## config.mk

```make
export PLATFORM = sky130hd
export DESIGN_NAME = tcrc_top
export DESIGN_NICKNAME = d
export VERILOG_FILES = /design/src/tcrc_pkg.sv /design/src/tcrc_tick_if.sv /design/src/tcrc_prescaler.sv /design/src/tcrc_top.sv
export SDC_FILE = /design/constraint.sdc
export NUM_CORES = 1
export LEC_CHECK = 0
export ABC_AREA = 1
export BUFFER_PORTS_ARGS = -buffer_cell sky130_fd_sc_hd__buf_2
export CORE_AREA = 4 4 99 101
export CTS_CLUSTER_SIZE = 14
export DETAILED_ROUTE_END_ITERATION = 8
export DIE_AREA = 0 0 103 105
export GPL_ROUTABILITY_DRIVEN = 1
export HOLD_SLACK_MARGIN = 0.1
export PLACE_DENSITY = 0.73
export SETUP_SLACK_MARGIN = 0.3
export SYNTH_ARGS = -nofsm -noshare
export SYNTH_HDL_FRONTEND = slang
export SYNTH_HIERARCHICAL = 1
export SYNTH_SLANG_ARGS = --single-unit
```

## constraint.sdc

```tcl
create_clock -name clk -period 3.3 [get_ports clk]
set_input_delay 0.66 -clock clk [delete_from_list [all_inputs] [get_ports clk]]
set_output_delay 0.66 -clock clk [all_outputs]
set_load 0.1 [all_outputs]
```

## src/tcrc_pkg.sv

```systemverilog
// Package with register map, field positions, reset values and timing counts.
package tcrc_pkg;
  localparam logic [7:0] TCRC_ADDR_TIMER_CLOCK = 8'h31;
  localparam logic [7:0] TCRC_ADDR_CLOCK_OUT = 8'h32;
  localparam logic [7:0] TCRC_ADDR_RELOAD_LO = 8'h40;
  localparam logic [7:0] TCRC_ADDR_RELOAD_HI = 8'h41;
  localparam logic [7:0] TCRC_ADDR_COUNT_LO = 8'h42;
  localparam logic [7:0] TCRC_ADDR_COUNT_HI = 8'h43;
  localparam logic [7:0] TCRC_ADDR_CPU_CLOCK = 8'h44;
  localparam logic [7:0] TCRC_ADDR_STATUS = 8'hFF;
  localparam logic [7:0] TCRC_TIMER_CLOCK_RESET = 8'h0C;
  localparam logic [7:0] TCRC_CLOCK_OUT_RESET = 8'h00;
  localparam logic [7:0] TCRC_STATUS_POR = 8'h10;
  localparam logic [7:0] TCRC_CPU_CLOCK_RESET = 8'h00;
  localparam int TCRC_BIT_GLOBAL_IRQ_ENABLE_MIRROR = 7;
  localparam int TCRC_BIT_WATCHDOG_RESET_FLAG = 5;
  localparam int TCRC_BIT_POWER_ON_RESET_FLAG = 4;
  localparam int TCRC_BIT_SLEEP = 3;
  localparam int TCRC_BIT_STOP = 0;
  localparam int TCRC_BIT_CPU_SELECT = 0;
  localparam logic [2:0] TCRC_CPU_DIV_RESET = 3'h7;
  localparam logic [1:0] TCRC_SRC_INT24 = 2'h0;
  localparam logic [1:0] TCRC_SRC_XTAL = 2'h1;
  localparam logic [1:0] TCRC_SRC_LP32 = 2'h2;
  localparam logic [1:0] TCRC_SRC_OTHER = 2'h3;
  localparam int TCRC_RELOAD_WIDTH = 12;
  localparam int TCRC_WAKE_LP_CYCLES = 3;
  typedef enum logic [1:0] {TCRC_SEL_INT24, TCRC_SEL_XTAL, TCRC_SEL_LP32, TCRC_SEL_CPU} tcrc_sel_t;
endpackage

```

## src/tcrc_tick_if.sv

```systemverilog
// Interface carrying one prescaled tick stream between the top and the prescaler.
`timescale 1ns/10ps
interface tcrc_tick_if;
  logic [3:0] srcTick;
  logic [1:0] srcSel;
  logic [3:0] divLimit;
  logic tick;
  modport ctrl (output srcTick, output srcSel, output divLimit, input tick);
  modport div (input srcTick, input srcSel, input divLimit, output tick);
endinterface

```

## src/tcrc_prescaler.sv

```systemverilog
// Source selector and programmable prescaler producing a one-cycle tick.
`timescale 1ns/10ps
module tcrc_prescaler
  import tcrc_pkg::*;
(
  input wire logic clk,
  input wire logic sys_rst,
  input wire logic clkEn,
  tcrc_tick_if.div tp
);
  logic [3:0] divCount;
  logic srcEvent;

  // The selected source edge counts toward the divide limit.
  assign srcEvent = tp.srcTick[tp.srcSel];

  always_ff @(posedge clk)
  begin
    if (sys_rst)
    begin
      divCount <= 4'h0;
      tp.tick <= 1'b0;
    end
    else if (clkEn)
    begin
      tp.tick <= 1'b0;
      if (srcEvent)
      begin
        if (divCount >= tp.divLimit)
        begin
          divCount <= 4'h0;
          tp.tick <= 1'b1;
        end
        else
        begin
          divCount <= divCount + 4'h1;
        end
      end
    end
  end
endmodule

```

## src/tcrc_top.sv

```systemverilog
// Timer clocks, interval timer, clock output select and system status control.
`timescale 1ns/10ps
// Operation
// - Interval tick source: crystal, 24 MHz, 32 kHz (not in sleep), or capture tick.
// - Interval tick source is divided by one, two, three or four.
// - Interval timer is a 12-bit down counter with separate reload register.
// - The tick after reaching zero loads the reload value instead of counting.
// - Each reload raises an interrupt request pulse to the CPU.
// - Capture tick source: crystal, 24 MHz or 32 kHz, the latter not in sleep.
// - Capture tick source is divided by two, four, six or eight.
// - Clock output select: 00 24 MHz, 01 crystal, 10 32 kHz, 11 CPU clock.
// - The 32 kHz clock output selection is not used during sleep.
// - Entering sleep forces CPU clock to internal oscillator and stops it.
// - After sleep the CPU runs internally once three 32 kHz cycles pass.
// - Power-on or watchdog reset restores defaults and disables interrupts; the block only mirrors the globalIrqEnable input and does not clear it.
// - Separate status flags record power-on and watchdog reset causes.
// - After reset execution restarts at zero in internal clocking mode.
// - Power-on CPU clock is the 24 MHz oscillator divided by eight.
// - Power-on reset loads the status register with only bit 4 set.
// - Power-on flag is set by hardware only; firmware may clear it.
// - Setting the sleep bit puts the CPU to sleep.
module tcrc_top
  import tcrc_pkg::*;
#(
  parameter int RELOAD_WIDTH = TCRC_RELOAD_WIDTH
)
(
  input wire logic clk,
  input wire logic sys_rst,
  input wire logic clkEn,
  input wire logic watchdogReset,
  input wire logic [7:0] avAddress,
  input wire logic avRead,
  input wire logic avWrite,
  input wire logic [31:0] avWriteData,
  output logic [31:0] avReadData,
  output logic avWaitRequest,
  input wire logic int24Tick,
  input wire logic xtalTick,
  input wire logic lp32Tick,
  input wire logic cpuClockTick,
  input wire logic int24Clock,
  input wire logic xtalClock,
  input wire logic lp32Clock,
  input wire logic cpuClock,
  input wire logic globalIrqEnable,
  input wire logic wakeRequest,
  output logic clockOutputPin,
  output logic intervalIrq,
  output logic sleepActive,
  output logic haltActive,
  output logic int24Enable,
  output logic cpuClockExternal,
  output logic [2:0] cpuClockDivide,
  output logic cpuRestart,
  output logic [RELOAD_WIDTH-1:0] intervalCount
);
  logic [7:0] timerClockConfig;
  logic [1:0] clockOutSelect;
  logic [RELOAD_WIDTH-1:0] intervalReload;
  logic cpuSelect;
  logic watchdogFlag;
  logic powerOnFlag;
  logic sleepBit;
  logic stopBit;
  logic [1:0] wakeSync;
  logic [1:0] lpSync;
  logic lpSeen;
  logic [1:0] wakeCount;
  logic waking;
  logic intervalTick;
  logic captureTick;
  logic rdPending;
  logic [31:0] next_readData;
  logic wrStrobe;
  logic [7:0] wrByte;
  logic lpEdge;

  tcrc_tick_if captureIf ();
  tcrc_tick_if intervalIf ();

  // Capture tick: selectable source, divide by two to eight in steps of two.
  assign captureIf.srcTick = {1'b0, sleepActive ? 1'b0 : lp32Tick, xtalTick, int24Tick};
  assign captureIf.srcSel = timerClockConfig[5:4];
  assign captureIf.divLimit = {1'b0, timerClockConfig[7:6], 1'b1};
  assign captureTick = captureIf.tick;

  // Interval tick: selectable source including the capture tick, divide one to four.
  assign intervalIf.srcTick = {captureTick, sleepActive ? 1'b0 : lp32Tick, xtalTick,
    int24Tick};
  assign intervalIf.srcSel = timerClockConfig[1:0];
  assign intervalIf.divLimit = {2'b00, timerClockConfig[3:2]};
  assign intervalTick = intervalIf.tick;

  tcrc_prescaler uCapture (
    .clk(clk),
    .sys_rst(sys_rst),
    .clkEn(clkEn),
    .tp(captureIf)
  );

  tcrc_prescaler uInterval (
    .clk(clk),
    .sys_rst(sys_rst),
    .clkEn(clkEn),
    .tp(intervalIf)
  );

  function automatic logic regHit(input logic [7:0] addr, input logic [7:0] target);
    regHit = (addr == target);
  endfunction

  // Writes take effect on the edge where waitrequest is low; reads wait one cycle.
  assign avWaitRequest = (avRead && !rdPending) || ((avRead || avWrite) && !clkEn);
  assign wrStrobe = avWrite && clkEn;
  assign wrByte = avWriteData[7:0];

  always_ff @(posedge clk)
  begin
    if (sys_rst || watchdogReset)
    begin
      timerClockConfig <= TCRC_TIMER_CLOCK_RESET;
      clockOutSelect <= TCRC_CLOCK_OUT_RESET[1:0];
      intervalReload <= '0;
      cpuSelect <= TCRC_CPU_CLOCK_RESET[0];
      cpuClockDivide <= TCRC_CPU_DIV_RESET;
    end
    else if (wrStrobe)
    begin
      if (regHit(avAddress, TCRC_ADDR_TIMER_CLOCK))
        timerClockConfig <= wrByte;
      if (regHit(avAddress, TCRC_ADDR_CLOCK_OUT))
        clockOutSelect <= wrByte[1:0];
      if (regHit(avAddress, TCRC_ADDR_RELOAD_LO))
        intervalReload[7:0] <= wrByte;
      if (regHit(avAddress, TCRC_ADDR_RELOAD_HI))
        intervalReload[RELOAD_WIDTH-1:8] <= wrByte[RELOAD_WIDTH-9:0];
      if (regHit(avAddress, TCRC_ADDR_CPU_CLOCK))
      begin
        cpuSelect <= wrByte[TCRC_BIT_CPU_SELECT];
        cpuClockDivide <= wrByte[3:1];
      end
    end
    else if (clkEn && sleepActive)
    begin
      cpuSelect <= 1'b0;
    end
  end

  // Reset cause flags and sleep and stop controls.
  always_ff @(posedge clk)
  begin
    if (sys_rst)
    begin
      powerOnFlag <= TCRC_STATUS_POR[TCRC_BIT_POWER_ON_RESET_FLAG];
      watchdogFlag <= TCRC_STATUS_POR[TCRC_BIT_WATCHDOG_RESET_FLAG];
      sleepBit <= 1'b0;
      stopBit <= 1'b0;
    end
    else if (watchdogReset)
    begin
      watchdogFlag <= 1'b1;
      powerOnFlag <= 1'b0;
      sleepBit <= 1'b0;
      stopBit <= 1'b0;
    end
    else if (clkEn)
    begin
      if (wrStrobe && regHit(avAddress, TCRC_ADDR_STATUS))
      begin
        powerOnFlag <= powerOnFlag & wrByte[TCRC_BIT_POWER_ON_RESET_FLAG];
        watchdogFlag <= watchdogFlag & wrByte[TCRC_BIT_WATCHDOG_RESET_FLAG];
        sleepBit <= wrByte[TCRC_BIT_SLEEP];
        stopBit <= stopBit | wrByte[TCRC_BIT_STOP];
      end
      else if (waking && wakeCount == 2'(TCRC_WAKE_LP_CYCLES))
      begin
        sleepBit <= 1'b0;
      end
    end
  end

  // Wake request and 32 kHz clock sampling, then a three cycle recovery count.
  always_ff @(posedge clk)
  begin
    if (sys_rst)
    begin
      wakeSync <= 2'b00;
      lpSync <= 2'b00;
      lpSeen <= 1'b0;
    end
    else if (clkEn)
    begin
      wakeSync <= {wakeSync[0], wakeRequest};
      lpSync <= {lpSync[0], lp32Clock};
      lpSeen <= lpSync[1];
    end
  end

  assign lpEdge = lpSync[1] && !lpSeen;

  always_ff @(posedge clk)
  begin
    if (sys_rst)
    begin
      waking <= 1'b0;
      wakeCount <= 2'b00;
    end
    else if (clkEn)
    begin
      if (!sleepBit)
      begin
        waking <= 1'b0;
        wakeCount <= 2'b00;
      end
      else if (wakeSync[1])
      begin
        waking <= 1'b1;
      end
      if (sleepBit && waking && lpEdge && wakeCount != 2'(TCRC_WAKE_LP_CYCLES))
        wakeCount <= wakeCount + 2'b01;
    end
  end

  assign sleepActive = sleepBit;
  assign haltActive = stopBit || sleepBit;
  assign int24Enable = !sleepBit || waking;
  assign cpuClockExternal = cpuSelect;
  assign cpuRestart = sys_rst || watchdogReset;

  // Interval down counter with reload on the tick after zero.
  always_ff @(posedge clk)
  begin
    if (sys_rst || watchdogReset)
    begin
      intervalCount <= '0;
      intervalIrq <= 1'b0;
    end
    else if (clkEn)
    begin
      intervalIrq <= 1'b0;
      if (intervalTick)
      begin
        if (intervalCount == '0)
        begin
          intervalCount <= intervalReload;
          intervalIrq <= 1'b1;
        end
        else
        begin
          intervalCount <= intervalCount - RELOAD_WIDTH'(1);
        end
      end
    end
  end

  // Clock output routing; the low-power choice is blanked in sleep.
  always_comb
  begin
    unique case (tcrc_sel_t'(clockOutSelect))
      TCRC_SEL_INT24: clockOutputPin = int24Clock;
      TCRC_SEL_XTAL: clockOutputPin = xtalClock;
      TCRC_SEL_LP32: clockOutputPin = sleepActive ? 1'b0 : lp32Clock;
      TCRC_SEL_CPU: clockOutputPin = cpuClock;
    endcase
  end

  always_comb
  begin
    next_readData = 32'h0000_0000;
    unique case (avAddress)
      TCRC_ADDR_TIMER_CLOCK: next_readData[7:0] = timerClockConfig;
      TCRC_ADDR_CLOCK_OUT: next_readData[1:0] = clockOutSelect;
      TCRC_ADDR_RELOAD_LO: next_readData[7:0] = intervalReload[7:0];
      TCRC_ADDR_RELOAD_HI: next_readData[RELOAD_WIDTH-9:0] = intervalReload[RELOAD_WIDTH-1:8];
      TCRC_ADDR_COUNT_LO: next_readData[7:0] = intervalCount[7:0];
      TCRC_ADDR_COUNT_HI: next_readData[RELOAD_WIDTH-9:0] = intervalCount[RELOAD_WIDTH-1:8];
      TCRC_ADDR_CPU_CLOCK: next_readData[3:0] = {cpuClockDivide, cpuSelect};
      TCRC_ADDR_STATUS:
      begin
        next_readData[TCRC_BIT_GLOBAL_IRQ_ENABLE_MIRROR] = globalIrqEnable;
        next_readData[TCRC_BIT_WATCHDOG_RESET_FLAG] = watchdogFlag;
        next_readData[TCRC_BIT_POWER_ON_RESET_FLAG] = powerOnFlag;
        next_readData[TCRC_BIT_SLEEP] = sleepBit;
        next_readData[TCRC_BIT_STOP] = stopBit;
      end
      default: next_readData = 32'h0000_0000;
    endcase
  end

  always_ff @(posedge clk)
  begin
    if (sys_rst)
    begin
      avReadData <= 32'h0000_0000;
      rdPending <= 1'b0;
    end
    else if (clkEn)
    begin
      rdPending <= avRead && !rdPending;
      if (avRead && !rdPending)
        avReadData <= next_readData;
    end
  end

  a_reload_irq_pulse: assert property (@(posedge clk) disable iff (sys_rst)
    (clkEn && intervalTick && intervalCount == '0 && !watchdogReset) |=> intervalIrq)
    else $error("Reload did not raise interrupt.");
  a_reload_loads_value: assert property (@(posedge clk) disable iff (sys_rst)
    (clkEn && intervalTick && intervalCount == '0 && !watchdogReset)
    |=> intervalCount == $past(intervalReload))
    else $error("Reload value not loaded.");
  a_count_steps_down: assert property (@(posedge clk) disable iff (sys_rst)
    (clkEn && intervalTick && intervalCount != '0 && !watchdogReset)
    |=> intervalCount == $past(intervalCount) - 1'b1)
    else $error("Counter did not decrement.");
  a_por_status_value: assert property (@(posedge clk)
    $fell(sys_rst) |-> powerOnFlag && !watchdogFlag && !sleepBit && !stopBit)
    else $error("Status not at power-on value.");
  a_por_clear_only: assert property (@(posedge clk) disable iff (sys_rst)
    !powerOnFlag |=> !powerOnFlag)
    else $error("Power-on flag set by firmware.");
  a_wdr_flag_set: assert property (@(posedge clk) disable iff (sys_rst)
    watchdogReset |=> watchdogFlag && !powerOnFlag)
    else $error("Watchdog flag not recorded.");
  a_sleep_forces_int: assert property (@(posedge clk) disable iff (sys_rst)
    (clkEn && sleepActive && !wrStrobe) |=> !cpuClockExternal)
    else $error("Sleep did not force internal clock.");
  a_stop_holds_halt: assert property (@(posedge clk) disable iff (sys_rst)
    (stopBit && !watchdogReset) |=> stopBit && haltActive)
    else $error("Halt released without reset.");
  a_lp_out_blank: assert property (@(posedge clk) disable iff (sys_rst)
    (clockOutSelect == TCRC_SRC_LP32 && sleepActive) |-> !clockOutputPin)
    else $error("Low-power clock output during sleep.");
endmodule
```

Yosys cells after proc, flatten, opt, wreduce, memory -nomap -nowiden:

Cells that the tools add are included.

* register bits after elaboration: 70
* bits in latches: 0
* bits in writable memories: 0
* ROM bits: 0
* input bits: 56
* output and inout bits: 55
* logic and storage cells: 129
* memories kept: 0

* $add $sub $neg: 4
* multipliers: 0
* divide/modulo/power cells: 0
* $lt $le $gt $ge: 4
* eq/ne operators: 16
* shift operators: 0
* mux-type cells: 38
* bitwise logic cells: 3
* reduce and logical (&&, ||, !) cells: 41

Operators with widths (count)
* 8-bit by 7-bit equality test with 1-bit output, second input constant: 5
* 2-bit AND reduction: 15
* 1-bit two-way mux: 23
* 8-bit by 6-bit equality test with 1-bit output, second input constant: 2
* 1-bit one-hot mux with 7 select lines: 2
* 12-bit zero test: 1
* 12-bit two-way mux: 1
* 12-bit by 1-bit subtractor with 12-bit output, second input constant: 1
* 1-bit logical AND: 10
* 4-bit by 1-bit adder with 4-bit output, second input constant: 2
* 8-bit equality test, second input constant: 1
* 4-bit two-way mux: 2
* 1-bit one-hot mux with 4 select lines: 2
* 1-bit one-hot mux with 8 select lines: 1
* 2-bit one-hot mux with 4 select lines: 1
* 2-bit nonzero test: 4
* 2-bit equality test, second input constant: 3
* 2-bit by 3-bit < comparator with 1-bit output, second input constant: 2
* 2-bit by 1-bit inequality test with 1-bit output, second input constant: 3
* 1-bit one-hot mux with 6 select lines: 1
* 1-bit logical OR: 5
* 1-bit binary-select mux with 2-bit select: 2
* 4-bit by 2-bit greater-or-equal comparator with 1-bit output: 1
* 4-bit by 3-bit greater-or-equal comparator with 1-bit output: 1
* other kinds (10): 15

Logic depth before layout (Yosys ltp):

* depth after elaboration: 6
* depth in mapped cells: 11
* gate-level depth less buffers: 11

Hierarchy:

The synthesis kept the hierarchy.

Modules (own cells, without submodules)
* tcrc_top: instances 1, cells an instance 512, area each 3472.1 um^2, seq. area each 1201.2 um^2
* tcrc_prescaler: instances 2, cells an instance 68, area each 437.9 um^2, seq. area each 100.1 um^2

Worst setup path after synthesis:

Ideal clock, no wire load.

* kind: reg-to-output
* from: register sleepBit, in the netlist sleepActive
* to: output clockOutputPin
* arrival time: 2.410 ns
* path slack: 0.230 ns
* stages on the path, launching flop included: 4
* path buffers: 0
* path through: dfxtp_1 -> inv_1 -> a21oi_1 -> o22ai_1

* longest elaborated chain between the ends: 2

Ends and longest elaborated chain
* from (decl): line tcrc_top.sv:64 `logic sleepBit;`
* from (signal assigned): line tcrc_top.sv:173 `sleepBit <= wrByte[TCRC_BIT_SLEEP];`
* 1-bit two-way mux: line tcrc_top.sv:263 `TCRC_SEL_LP32: clockOutputPin = sleepActive ? 1'b0 : lp32Clock;`
* 1-bit one-hot mux with 4 select lines: line tcrc_top.sv:260 `unique case (tcrc_sel_t'(clockOutSelect))`
* to (decl): line tcrc_top.sv:48 `output logic clockOutputPin,`

No other way between the ends.

Worst setup path after layout:

* from: input clkEn
* to: output avWaitRequest

* longest elaborated chain between the ends: 3

Ends and longest elaborated chain
* from (decl): line tcrc_top.sv:30 `input wire logic clkEn,`
* 1-bit zero test: line tcrc_top.sv:114 `assign avWaitRequest = (avRead && !rdPending) || ((avRead || avWrite) && !clkEn);`
* 1-bit logical AND: line tcrc_top.sv:114
* 1-bit logical OR: line tcrc_top.sv:114
* to (decl): line tcrc_top.sv:37 `output logic avWaitRequest,`

No other way between the ends.

==> run_summary.xml <==
<?xml version="1.0" encoding="UTF-8"?>
<metrics>
  <group name="outcome">
    <metric name="run_status" unit="">complete, no violations</metric>
  </group>
  <group name="global_routing">
    <metric name="grt_pass1_wl" unit="um">18190</metric>
    <metric name="grt_overflow" unit="">0</metric>
    <metric name="pin_count_of_the_biggest_net_entering_global_routing" unit="">29</metric>
    <metric name="number_of_antenna_violations_at_the_first_check_in_global_routing" unit="">0</metric>
    <metric name="overall_routing_resource_usage" unit="%">21.12</metric>
    <metric name="first_global_vias" unit="">3954</metric>
  </group>
  <group name="critical_path">
    <metric name="endpoint_kind" unit="">output port</metric>
    <metric name="crit_buf_inv" unit="">3</metric>
    <metric name="worstSetupPathType" unit="">primary input to output port</metric>
    <metric name="critical_path.startpoint" unit="">clkEn</metric>
    <metric name="critical-path-top-delay-family" unit="">buffers and inverters</metric>
    <metric name="crit_path_cell_trace" unit="">buf_2 -&gt; inv_1 -&gt; o21ai_0 -&gt; nand2_1 -&gt; buf_2</metric>
    <metric name="cp_slowest_stage_delay" unit="ns">0.42</metric>
    <metric name="path_common_cell" unit="">sky130_fd_sc_hd__buf_2</metric>
    <metric name="required" unit="ns">2.64</metric>
    <metric name="regToRegStartpoint" unit="">uInterval/tp.tick</metric>
    <metric name="worst-path-max-fanout" unit="">22</metric>
    <metric name="worst_setup_path_start_kind" unit="">primary input</metric>
    <metric name="critical_path_arrival" unit="ns">1.90</metric>
    <metric name="cp_slowest_cell" unit="">sky130_fd_sc_hd__buf_2</metric>
  </group>
  <group name="layout">
    <metric name="fin_util" unit="%">53.94</metric>
    <metric name="insertedDiodeCount" unit="">0</metric>
    <metric name="post_route_cells_drive_above_1_share" unit="%">19.42</metric>
    <metric name="layout.filler_cells" unit="">868</metric>
    <metric name="finished_cell_area" unit="um^2">4866</metric>
    <metric name="final_net_count" unit="">785</metric>
    <metric name="final_cells" unit="">832</metric>
    <metric name="syn_to_final_growth" unit="%">11.91</metric>
  </group>
  <group name="drt">
    <metric name="postRouteAntennaNets" unit="">0</metric>
    <metric name="routed-via-count" unit="">4282</metric>
    <metric name="drt_total_wl" unit="um">11240</metric>
    <metric name="detailedRoute.firstIterationViolations" unit="">327</metric>
    <metric name="routedWlPerCell" unit="um">13.50</metric>
    <metric name="post-route-drc-count" unit="">0</metric>
    <metric name="post_drt_via_cell_ratio" unit="">5.147</metric>
    <metric name="first_pass_iters" unit="">6</metric>
  </group>
  <group name="placed_design">
    <metric name="dpl-instance-area" unit="um^2">4683</metric>
    <metric name="numPlacedInstances" unit="">816</metric>
    <metric name="place_congestion" unit="">0.9312</metric>
    <metric name="numPortBuffers" unit="">61</metric>
    <metric name="placement.setup.worst_slack" unit="ns">0.7476</metric>
    <metric name="post_dp_hpwl" unit="um">8752</metric>
  </group>
  <group name="floorplanning">
    <metric name="fp.dieArea" unit="um^2">10820</metric>
    <metric name="design.portCount" unit="">111</metric>
    <metric name="floorplan.rows" unit="">35</metric>
    <metric name="design.core.area" unit="um^2">9021</metric>
    <metric name="initial_utilization" unit="%">48.20</metric>
    <metric name="chipHeight" unit="um">105</metric>
    <metric name="die_w" unit="um">103</metric>
  </group>
  <group name="timing">
    <metric name="tcrit_tclk_final" unit="%">77.52</metric>
    <metric name="setup_tns" unit="ns">0</metric>
    <metric name="clock_skew" unit="ns">0.01401</metric>
    <metric name="setup-violations-final" unit="">0</metric>
    <metric name="post_route_setup_slack" unit="ns">0.7419</metric>
    <metric name="finalCriticalPeriod" unit="ns">2.558</metric>
    <metric name="achievable-frequency" unit="MHz">390.9</metric>
    <metric name="final_hold_viol_count" unit="">0</metric>
    <metric name="fin_worst_hold_slack" unit="ns">0.4724</metric>
    <metric name="slew_violations" unit="">0</metric>
    <metric name="unrepaired_setup_endpoints_after_global_routing" unit="">no</metric>
  </group>
  <group name="clocking">
    <metric name="total_of_hold_buffers_inserted_after_clock_tree_synthesis" unit="">0</metric>
    <metric name="cts-buffers-inserted" unit="">9</metric>
    <metric name="clk_pin_slew" unit="ns">0.09</metric>
    <metric name="cts_sinks" unit="">70</metric>
    <metric name="cts_tree" unit="">yes</metric>
    <metric name="cts_post_setup_buffers_inserted" unit="">0</metric>
    <metric name="maximum_clock_path_buffer_count" unit="">2</metric>
    <metric name="cts_root_buf" unit="">sky130_fd_sc_hd__clkbuf_8</metric>
    <metric name="cts_max_level" unit="">3</metric>
    <metric name="cts_resized" unit="">0</metric>
    <metric name="worst_skew_pair.late_latency" unit="ns">0.36</metric>
  </group>
  <group name="min_path">
    <metric name="hp-class" unit="">flip-flop to flip-flop</metric>
    <metric name="hold_start" unit="">avReadData[4]</metric>
  </group>
  <group name="synthesis">
    <metric name="synthDominantAreaCellType" unit="">sky130_fd_sc_hd__dfxtp_1</metric>
    <metric name="seq_area_frac_synth" unit="%">32.23</metric>
    <metric name="ys_types" unit="">40</metric>
    <metric name="synth.ff_latch_count" unit="">70</metric>
    <metric name="number_of_warnings_issued_by_yosys" unit="">6</metric>
    <metric name="number_of_enable_flip_flop_cells_after_synthesis" unit="">0</metric>
    <metric name="synth_area_per_cell" unit="um^2">6.710</metric>
    <metric name="synth_commonest_cells" unit="">sky130_fd_sc_hd__nand2_1, sky130_fd_sc_hd__inv_1, sky130_fd_sc_hd__dfxtp_1</metric>
    <metric name="syn_area" unit="um^2">4348</metric>
    <metric name="syn_inst_count" unit="">648</metric>
    <metric name="netlist_top_cells_area" unit="">sky130_fd_sc_hd__dfxtp_1, sky130_fd_sc_hd__nand2_1, sky130_fd_sc_hd__inv_1, sky130_fd_sc_hd__nand3_1, sky130_fd_sc_hd__nor2_1</metric>
    <metric name="post-synth-top-count-cell" unit="">sky130_fd_sc_hd__nand2_1</metric>
    <metric name="ys_dominant_reg_cell" unit="">sky130_fd_sc_hd__dfxtp_1</metric>
    <metric name="asyncSetResetFlopFracSynth" unit="%">0</metric>
    <metric name="yosys.area.top_type_share" unit="%">32.23</metric>
  </group>
  <group name="power_and_ir_drop">
    <metric name="total_power" unit="mW">1.866</metric>
    <metric name="irDropWorstVdd" unit="uV">234.1</metric>
    <metric name="pwr_density_cell" unit="nW/um^2">383.4</metric>
    <metric name="power.static_leakage" unit="nW">2.458</metric>
  </group>
  <group name="run">
    <metric name="max_capacitance_violation_count" unit="">0</metric>
  </group>
</metrics>
worst reg2reg max path, stage by stage, from the launching register on:
cell	delay, ns
sky130_fd_sc_hd__dfxtp_1	0.32
sky130_fd_sc_hd__nand2_1	0.36
sky130_fd_sc_hd__inv_1	0.26
sky130_fd_sc_hd__nand3_2	0.18
sky130_fd_sc_hd__clkinv_2	0.13
sky130_fd_sc_hd__nand2_1	0.08
sky130_fd_sc_hd__nand2_1	0.05
sky130_fd_sc_hd__o21ai_1	0.13
sky130_fd_sc_hd__inv_1	0.05
final timing paths:
path	to	slack, ns	depth (start not counted)
max	avWaitRequest	0.74	5
min	avReadData[4]	0.47	2
max reg2reg	intervalCount[1]	1.64	8
min reg2reg	avReadData[4]	0.47	2
final cells by class:
class	count	area, um^2	share of cell area, %
flip-flops and latches	70	1401	28.80
clock inverters	7	58.81	1.209
well taps	111	138.9	2.854
clock buffers	9	123.9	2.546
repair buffers	65	335.3	6.891
inverters	100	376.6	7.740
multi-input cells	470	2431	49.96
cells by family (layout without fill, tap and decap cells):
family | count (synthesis) | in the layout | share of synthesized area, %
adders and majority gates | 13 | 13 | 3.741
and+or+nand+nor | 317 | 317 | 35.14
DFF | 70 | 70 | 32.23
other | 2 | 29 | 0.1727
xor gates and xnor gates | 4 | 4 | 0.8057
buffers and inverters | 135 | 181 | 14.33
AOI/OAI and AO/OA | 107 | 107 | 13.58
placed cells by master, fill, tap and decap left out, types with 14 or more instances in the layout:
master,instances
sky130_fd_sc_hd__dfxtp_1,70
sky130_fd_sc_hd__nand2_1,144
sky130_fd_sc_hd__buf_2,61
sky130_fd_sc_hd__a21oi_1,40
sky130_fd_sc_hd__nor2_1,64
sky130_fd_sc_hd__inv_1,85
sky130_fd_sc_hd__o21ai_1,14
sky130_fd_sc_hd__o21ai_0,39
sky130_fd_sc_hd__conb_1,29
sky130_fd_sc_hd__nand3_1,51
per-layer routing:
layer / share of wire, % / track usage (%) / wire, um / vias to the layer above
met5: 0 / 0 / 0 / -
met4: 2.6 / 8.788 / 287 / 0
met3: 7.7 / 3.004 / 862 / 25
met2: 47 / 33.64 / 5225 / 175
met1: 43 / 28.23 / 4858 / 1930
li1: - / - / - / 2152
flip-flops by register name (all words and copies together), names as in the netlist, 2 cells and up:
signal              flops
avReadData              8
clockOutSelect          2
cpuClockDivide          3
intervalCount          12
intervalReload         12
lpSync                  2
timerClockConfig        8
uCapture/divCount       4
uInterval/divCount      4
wakeCount               2
wakeSync                2
report_power, final:
| group | internal, mW | switching, mW |
|---|---|---|
| logic | 0.0623 | 0.272 |
| clock network | 0.286 | 0.374 |
| registers | 0.860 | 0.0123 |
| total | 1.21 | 0.658 |
(Power assumes the default switching activity.)
